## src/pai_defs.svh

```systemverilog
// register offsets, field positions and reset values of the port A pin interrupt block
`ifndef PAI_DEFS_SVH
`define PAI_DEFS_SVH

// byte offsets on the register bus
`define PAI_OFF_DRIVE   8'h00
`define PAI_OFF_STATCTL 8'h04
`define PAI_OFF_PINSEL  8'h08
`define PAI_OFF_POLSEL  8'h0c
`define PAI_OFF_PULLEN  8'h10
`define PAI_OFF_DIR     8'h14

// status/control field positions
`define PAI_BIT_MODE  0
`define PAI_BIT_IE    1
`define PAI_BIT_ACK   2
`define PAI_BIT_FLAG  3

// drive-select bits that exist (bit 5 is absent)
`define PAI_DRIVE_MASK 8'hdf

// reset values
`define PAI_RST_BYTE 8'h00
`define PAI_RST_NIB  4'h0
`define PAI_RST_WORD 32'h0000_0000

`endif

```

## src/pai_pkg.sv

```systemverilog
// types shared by the port A pin interrupt block
`default_nettype none
package pai_pkg;

    // software-written control state
    typedef struct packed {
        logic [7:0] drive;
        logic [7:0] pull_en;
        logic [7:0] dir;
        logic [3:0] pin_sel;
        logic [3:0] polarity;
        logic       irq_enable;
        logic       detect_mode;
    } pai_ctrl_t;

    // pad controls handed to the port A pads
    typedef struct packed {
        logic [7:0] drive_high;
        logic [7:0] pull_up;
        logic [7:0] pull_down;
    } pai_pad_t;

endpackage

`default_nettype wire

```

## src/pai_port.sv

```systemverilog
// port A drive select, pull control and four-pin interrupt detector
//
// Design decisions made here: the APB register port and the address map.
`timescale 1ns/100ps
`default_nettype none
`include "pai_defs.svh"

module pai_port (
    input  wire logic              CLK,      // bus clock, 40 MHz
    input  wire logic              RST,      // async reset, high
    input  wire logic              PSEL,     // apb select
    input  wire logic              PENABLE,  // apb access phase
    input  wire logic              PWRITE,   // apb direction
    input  wire logic [7:0]        PADDR,    // apb byte address
    input  wire logic [31:0]       PWDATA,   // apb write data
    output var  logic [31:0]       PRDATA,   // apb read data
    output var  logic              PREADY,   // apb ready
    output var  logic              PSLVERR,  // apb error, unmapped
    input  wire logic [3:0]        PIN_IN,   // interrupt pin levels
    output var  pai_pkg::pai_pad_t PAD_CTRL, // drive and pull controls
    output var  logic              IRQ       // port interrupt request
);
    import pai_pkg::*;

    pai_ctrl_t   ctrl;
    pai_ctrl_t   next_ctrl;
    logic        flag;
    logic        next_flag;
    logic [3:0]  act_prev;
    logic [3:0]  next_act_prev;
    logic [3:0]  pin_level;
    logic [3:0]  active;
    logic [3:0]  edge_hit;
    logic        event_hit;
    logic        ack_write;
    logic        access;
    logic        bus_write;
    logic        mapped;
    logic [31:0] read_word;
    logic [31:0] next_prdata;
    logic        next_pready;
    logic        next_pslverr;
    pai_pad_t    next_pad;
    logic        next_irq;

    // one synchroniser per interrupt pin; pins are not aligned to each other,
    // so two pins that change together may be seen a cycle apart
    pai_sync i_pai_sync_0 (
        .clk   (CLK),
        .rst   (RST),
        .din   (PIN_IN[0]),
        .level (pin_level[0])
    );

    pai_sync i_pai_sync_1 (
        .clk   (CLK),
        .rst   (RST),
        .din   (PIN_IN[1]),
        .level (pin_level[1])
    );

    pai_sync i_pai_sync_2 (
        .clk   (CLK),
        .rst   (RST),
        .din   (PIN_IN[2]),
        .level (pin_level[2])
    );

    pai_sync i_pai_sync_3 (
        .clk   (CLK),
        .rst   (RST),
        .din   (PIN_IN[3]),
        .level (pin_level[3])
    );

    // access phase; ready is withheld one cycle so outputs stay registered
    // a write lands only at the edge where the master sees ready
    assign access    = PSEL & PENABLE;
    assign bus_write = access & PREADY & PWRITE & ~PSLVERR;

    // address decode for the six words
    // anything outside them answers with an error and no effect
    always_comb begin
        mapped = 1'b1;
        unique case (PADDR)
            `PAI_OFF_DRIVE,
            `PAI_OFF_STATCTL,
            `PAI_OFF_PINSEL,
            `PAI_OFF_POLSEL,
            `PAI_OFF_PULLEN,
            `PAI_OFF_DIR: begin
                mapped = 1'b1;
            end
            default: begin
                mapped = 1'b0;
            end
        endcase
    end

    // read multiplexer; unused upper bits read zero
    // the flag is read live, the acknowledge keeps no state
    always_comb begin
        read_word = `PAI_RST_WORD;
        unique case (PADDR)
            `PAI_OFF_DRIVE: begin
                read_word[7:0] = ctrl.drive;
            end
            `PAI_OFF_STATCTL: begin
                read_word[`PAI_BIT_FLAG] = flag;
                read_word[`PAI_BIT_ACK]  = 1'b0;
                read_word[`PAI_BIT_IE]   = ctrl.irq_enable;
                read_word[`PAI_BIT_MODE] = ctrl.detect_mode;
            end
            `PAI_OFF_PINSEL: begin
                read_word[3:0] = ctrl.pin_sel;
            end
            `PAI_OFF_POLSEL: begin
                read_word[3:0] = ctrl.polarity;
            end
            `PAI_OFF_PULLEN: begin
                read_word[7:0] = ctrl.pull_en;
            end
            `PAI_OFF_DIR: begin
                read_word[7:0] = ctrl.dir;
            end
            default: begin
                read_word = `PAI_RST_WORD;
            end
        endcase
    end

    // bus answer: ready one cycle into the access phase
    // read data holds between reads, so a late sample still sees the word
    always_comb begin
        next_pready  = 1'b0;
        next_pslverr = 1'b0;
        next_prdata  = PRDATA;
        if (access & ~PREADY) begin
            next_pready  = 1'b1;
            next_pslverr = ~mapped;
            if (~PWRITE) begin
                if (mapped) begin
                    next_prdata = read_word;
                end else begin
                    next_prdata = `PAI_RST_WORD;
                end
            end
        end
    end

    // software writes to the control words
    // flag and ack positions are never stored; ack acts below
    always_comb begin
        next_ctrl = ctrl;
        if (bus_write) begin
            unique case (PADDR)
                `PAI_OFF_DRIVE: begin
                    next_ctrl.drive = PWDATA[7:0] & `PAI_DRIVE_MASK;
                end
                `PAI_OFF_STATCTL: begin
                    next_ctrl.irq_enable  = PWDATA[`PAI_BIT_IE];
                    next_ctrl.detect_mode = PWDATA[`PAI_BIT_MODE];
                end
                `PAI_OFF_PINSEL: begin
                    next_ctrl.pin_sel = PWDATA[3:0];
                end
                `PAI_OFF_POLSEL: begin
                    next_ctrl.polarity = PWDATA[3:0];
                end
                `PAI_OFF_PULLEN: begin
                    next_ctrl.pull_en = PWDATA[7:0];
                end
                `PAI_OFF_DIR: begin
                    next_ctrl.dir = PWDATA[7:0];
                end
                default: begin
                    next_ctrl = ctrl;
                end
            endcase
        end
    end

    // acknowledge is a write of one to bit 2; the flag bit itself is ignored
    // a one-cycle strobe, so nothing is left to clear later
    assign ack_write = bus_write & (PADDR == `PAI_OFF_STATCTL)
                     & PWDATA[`PAI_BIT_ACK];

    // active level per pin follows its polarity bit
    // polarity 0 means low is active, so an idle pulled-up pin is quiet
    always_comb begin
        for (int i = 0; i < 4; i++) begin
            if (ctrl.polarity[i]) begin
                active[i] = pin_level[i];
            end else begin
                active[i] = ~pin_level[i];
            end
        end
        next_act_prev = active;
    end

    // edge tracking runs on all pins so enabling a pin starts clean
    // a polarity change can look like an edge; ack after changing it
    assign edge_hit = active & ~act_prev;

    // qualifying event on any selected pin
    // level mode keeps asserting while the pin stays active
    always_comb begin
        event_hit = 1'b0;
        for (int i = 0; i < 4; i++) begin
            if (ctrl.pin_sel[i]) begin
                if (edge_hit[i]) begin
                    event_hit = 1'b1;
                end
                if (ctrl.detect_mode & active[i]) begin
                    event_hit = 1'b1;
                end
            end
        end
    end

    // flag: a set in the same cycle as the acknowledge wins
    // else a pin event in the ack cycle would be lost
    always_comb begin
        next_flag = flag;
        if (ack_write) begin
            next_flag = 1'b0;
        end
        if (event_hit) begin
            next_flag = 1'b1;
        end
    end

    // request follows flag and enable together; next values are used
    // so the pin moves in the same cycle as the bits software reads
    always_comb begin
        next_irq = 1'b0;
        if (next_flag & next_ctrl.irq_enable) begin
            next_irq = 1'b1;
        end
    end

    // pad controls; outputs only get drive, inputs only get pulls
    // reset leaves every pin undriven and unpulled
    always_comb begin
        next_pad = '0;
        for (int i = 0; i < 8; i++) begin
            if (next_ctrl.dir[i]) begin
                next_pad.drive_high[i] = next_ctrl.drive[i];
            end
            if (next_ctrl.pull_en[i] & ~next_ctrl.dir[i]) begin
                next_pad.pull_up[i] = 1'b1;
            end
        end
        for (int i = 0; i < 4; i++) begin
            if (next_pad.pull_up[i] & next_ctrl.pin_sel[i] & next_ctrl.polarity[i]) begin
                next_pad.pull_up[i]   = 1'b0;
                next_pad.pull_down[i] = 1'b1;
            end
        end
    end

    // control registers
    // all clear at reset, so pins start as plain inputs
    always_ff @(posedge CLK or posedge RST) begin
        if (RST) begin
            ctrl <= '0;
        end else begin
            ctrl <= next_ctrl;
        end
    end

    // interrupt flag
    always_ff @(posedge CLK or posedge RST) begin
        if (RST) begin
            flag <= 1'b0;
        end else begin
            flag <= next_flag;
        end
    end

    // previous active levels for edge detection; a false first edge
    // after reset is harmless, as pin select still reads zero then
    always_ff @(posedge CLK or posedge RST) begin
        if (RST) begin
            act_prev <= `PAI_RST_NIB;
        end else begin
            act_prev <= next_act_prev;
        end
    end

    // interrupt request pin
    always_ff @(posedge CLK or posedge RST) begin
        if (RST) begin
            IRQ <= 1'b0;
        end else begin
            IRQ <= next_irq;
        end
    end

    // bus handshake outputs, one-cycle pulses
    always_ff @(posedge CLK or posedge RST) begin
        if (RST) begin
            PREADY  <= 1'b0;
            PSLVERR <= 1'b0;
        end else begin
            PREADY  <= next_pready;
            PSLVERR <= next_pslverr;
        end
    end

    // read data, held until the next read
    always_ff @(posedge CLK or posedge RST) begin
        if (RST) begin
            PRDATA <= `PAI_RST_WORD;
        end else begin
            PRDATA <= next_prdata;
        end
    end

    // pad controls
    always_ff @(posedge CLK or posedge RST) begin
        if (RST) begin
            PAD_CTRL <= '0;
        end else begin
            PAD_CTRL <= next_pad;
        end
    end
endmodule

`default_nettype wire

```

## src/pai_sync.sv

```systemverilog
// three-stage pin synchroniser with agreement filter
`timescale 1ns/100ps
`default_nettype none

module pai_sync (
    input  wire logic clk,   // bus clock
    input  wire logic rst,   // async reset, high
    input  wire logic din,   // raw pin level
    output var  logic level  // filtered level
);
    logic s1;
    logic s2;
    logic s3;
    logic next_level;

    // a change counts only once stages two and three agree
    always_comb begin
        next_level = level;
        if (s2 == s3) begin
            next_level = s3;
        end
    end

    // s1 feeds s2 only, so metastability never reaches logic
    always_ff @(posedge clk or posedge rst) begin
        if (rst) begin
            s1    <= 1'b0;
            s2    <= 1'b0;
            s3    <= 1'b0;
            level <= 1'b0;
        end else begin
            s1    <= din;
            s2    <= s1;
            s3    <= s2;
            level <= next_level;
        end
    end
endmodule

`default_nettype wire

```

## config.mk

```make
export PLATFORM = sky130hd
export DESIGN_NAME = pai_port
export DESIGN_NICKNAME = d
export VERILOG_FILES = /design/src/pai_pkg.sv /design/src/pai_port.sv /design/src/pai_sync.sv
export VERILOG_INCLUDE_DIRS = /design/src
export SDC_FILE = /design/constraint.sdc
export NUM_CORES = 1
export LEC_CHECK = 0
export BUFFER_PORTS_ARGS = -buffer_cell sky130_fd_sc_hd__buf_2
export CAP_MARGIN = 0
export CORE_ASPECT_RATIO = 0.9
export CORE_MARGIN = 5
export CORE_UTILIZATION = 40
export DETAILED_ROUTE_END_ITERATION = 7
export HOLD_SLACK_MARGIN = 0.1
export PLACE_DENSITY = 0.67
export REMOVE_ABC_BUFFERS = 1
export SETUP_SLACK_MARGIN = 0.4
export SYNTH_ARGS = -nofsm -noshare
export SYNTH_HDL_FRONTEND = slang
export SYNTH_HIERARCHICAL = 1
export SYNTH_SLANG_ARGS = --single-unit
```

## constraint.sdc

```tcl
create_clock -name CLK -period 1.9 [get_ports CLK]
set_input_delay 0.095 -clock CLK [delete_from_list [all_inputs] [get_ports CLK]]
set_output_delay 0.095 -clock CLK [all_outputs]
set_load 0.005 [all_outputs]
```

==> flow_metrics.tcl <==
set metrics [dict create \
    outcome "finished, final reports clean" \
    synth_most_common_cell "dfrtp_1" \
    p_comb_share_pct 7.5 \
    ys_top_cells_by_count "dfrtp_1, mux2_2, buf_4" \
    p_seq_share_pct 56.0 \
    synthToLayoutAreaGrowth_pct 32.9 \
    powerDensity_mw_per_mm2 669 \
    r2r_setup_slack_ns 0.07 \
    rows 33 \
    place_congestion 0.764 \
    arrival_ns 2.11 \
    numPortBuffers 55 \
    reg2reg_to "PAD_CTRL[11]" \
    synth_edf_count 0 \
    numCtsBuffers 9 \
    synth_cells 295 \
    drt-total-wl_mm 8.47 \
    finalInstanceArea_mm2 0.00503 \
    slowest_stage "dfrtp_1" \
    fin_skew_ns 0.00748 \
    max_freq_ghz 0.545 \
    setup_viol 0 \
    hold_violations 0 \
    cp.required_ns 2.17 \
    synth_top_cell_area_share_pct 56.8 \
    dp_hpwl_mm 5.54 \
    crit_path_start "PSLVERR" \
    antennaDiodeCount 0 \
    async_flop_share_pct 100 \
    viasPerCell 4.88 \
    io_pins 108 \
    p_int_uw 2480 \
    ys_ff_latch 86 \
    grt_pass1_wl_mm 13.0 \
    root_buffer "clkbuf_8" \
    yosys_warnings 6 \
    dpl_cell_area_mm2 0.00425 \
    fp.dieArea_mm2 0.0115 \
    clock_path_buffers 2 \
    nets 443 \
    fp.dieH_um 102 \
    fin_crit_sh_pct 96.5 \
    power.leakage_uw 0.00246 \
    slew_violations 0 \
    total_power_uw 3360 \
    wl_per_cell_um 16.3 \
    grt_overflow 0 \
    peakVddDrop_mv 0.421 \
    die_w_um 113 \
    crit_fanout 4 \
    critPathMaxStageDelay_ns 0.39 \
    synth.avg_cell_area_um2 12.8 \
    cts_tree "done" \
    clkLatencyLatePin_ns 0.36 \
    drive_above_1_share_pct 45.6 \
    ys_seq_area_share_pct 56.8 \
    synthFlopType "dfrtp_1" \
    fin_util_pct 54.9 \
    grt_max_degree 71 \
    coreArea_mm2 0.00917 \
    detail_route.iter0.violations 64 \
    p_switching_uw 883 \
    endpoint "PAD_CTRL[11]" \
    criticalPathCategory "reg2reg" \
    synth.area.top_cells "dfrtp_1, mux2_2, buf_4" \
    critPathCaptureType "register" \
    maxCapViolCount 0 \
    cts_max_level 3 \
    netlist_area_mm2 0.00379 \
    drc 0 \
    hold_depth 3 \
    hold_path.class "in2reg" \
    period_needed_ns 1.83 \
    track_usage_pct 14.5 \
    ant_nets 0 \
    vias 2542 \
    start_util_pct 41.3 \
    synth.distinct_cells 42 \
    nFillCells 769 \
    synth_top_area_cell "dfrtp_1" \
    cts_num_sinks 86 \
    start_kind "register" \
    first_global_vias 2550 \
    r2r-start "PSLVERR" \
    antenna_found_initial 0 \
    rsz0062_at_grt "true" \
    dr.pass1.iters 6 \
    ff2ff_path_depth 6 \
    path_clk_slew_ns 0.09 \
    clock_power_share_pct 36.5 \
    switching_share_pct 26.2 \
    worstPathCellList "nand4b_4 > buf_4 > nor4_4 > buf_6 > mux2_4 > a211oi_2" \
]
-- critical path: cells and delay by family (launching register included) --
kind                   cells  cell delay (ns)
and+or+nand+nor            2             0.44
DFF                        1             0.39
buffers and inverters      2             0.38
muxes                      1             0.32
AOI/OAI and AO/OA          1             0.22
-- flip-flops by register name (all words and copies together) (netlist names), 4 cells and up --
register,cells
ctrl,34
PAD_CTRL,20
PRDATA,8
act_prev,4
-- routing by layer --
layer	global-route usage, %	up-vias	part of all wire (%)	routed length, um
met5	0	-	0	0
met4	4.44	0	1.1	93
met3	4.20	8	5.0	427
met2	22.9	76	49	4150
met1	19.7	1271	45	3800
li1	-	1187	-	-
-- timing repair --
item / 4_1_cts / 5_1_grt
hold endpoints to repair: 127 / 0
resized for setup: 61 / 33
setup buffers: 4 / 4
pin swaps: 14 / 6
gates cloned: 0 / 0
hold buffers: 15 / 0
setup endpoints to repair: 60 / 64
-- how the worst min path moves through the flow --
stage	from	end	slack (ns)
after floorplan	RST	i_pai_sync_0/level	-0.14
after global placement	RST	i_pai_sync_1/s2	0.03
after detailed placement	RST	i_pai_sync_2/s2	0.03
after CTS	PADDR[2]	PRDATA[7]	0.13
after global routing	PADDR[2]	PRDATA[5]	0.15
final	PADDR[2]	PRDATA[5]	0.16
-- logic make-up (layout without fill, tap and decap cells) --
logic type,after synthesis,in the layout,synth area share (%)
simple gates,54,54,12.1
buf+inv,56,133,8.63
other cells,1,28,0.0990
xor+xnor,4,4,0.925
compound gates,44,44,7.07
fa+ha+maj,4,4,1.19
mux,46,46,13.2
flops,86,86,56.8
-- power by group through the flow --
stage | registers [uW] | clock network (uW) | logic (uW)
global placement | 1920 | 0 | 196
detailed placement | 1920 | 0 | 199
floorplan | 1920 | 0 | 97.9
CTS | 1890 | 1280 | 236
finish | 1890 | 1230 | 251
global route | 1890 | 1340 | 280
-- through the flow --
stage / hold slack (ns) / setup WS [ns] / std cells / setup TNS (ns)
finish: 0.163 / 0.0667 / 521 / 0
floorplan: -0.139 / -0.230 / 282 / -1.96
CTS: 0.133 / 0.0976 / 517 / 0
global route: 0.149 / 0.00953 / 521 / 0
global placement: 0.0285 / -0.149 / 482 / -1.71
detailed placement: 0.0319 / -0.187 / 482 / -2.44
-- cell type report --
| type | instances | area (um2) | area share (%) |
|---|---|---|---|
| Tap cell | 122 | 153 | 3.03 |
| Clock buffer | 9 | 124 | 2.46 |
| Sequential cell | 86 | 2150 | 42.8 |
| Clock inverter | 7 | 65.1 | 1.29 |
| Multi-Input combinational cell | 180 | 1740 | 34.6 |
| Timing Repair Buffer | 101 | 736 | 14.6 |
| Inverter | 16 | 60.1 | 1.19 |
-- placed cells by master (no fill, tap or decap), drive strengths merged, types with 3 or more instances in the layout --
master / n
dfrtp: 86
buf: 86
mux2: 30
conb: 28
inv: 21
mux2i: 16
dlygate4sd3: 15
o21ai: 15
clkbuf: 9
o22ai: 7
a21oi: 7
nor4: 7
nand3: 6
nand2: 6
nand3b: 5
a211oi: 5
nor2b: 5
xnor2: 4
nand2b: 4
a22oi: 4
maj3: 4
nor4bb: 4
or4bb: 3
nand4b: 3
(Power assumes the default switching activity.)
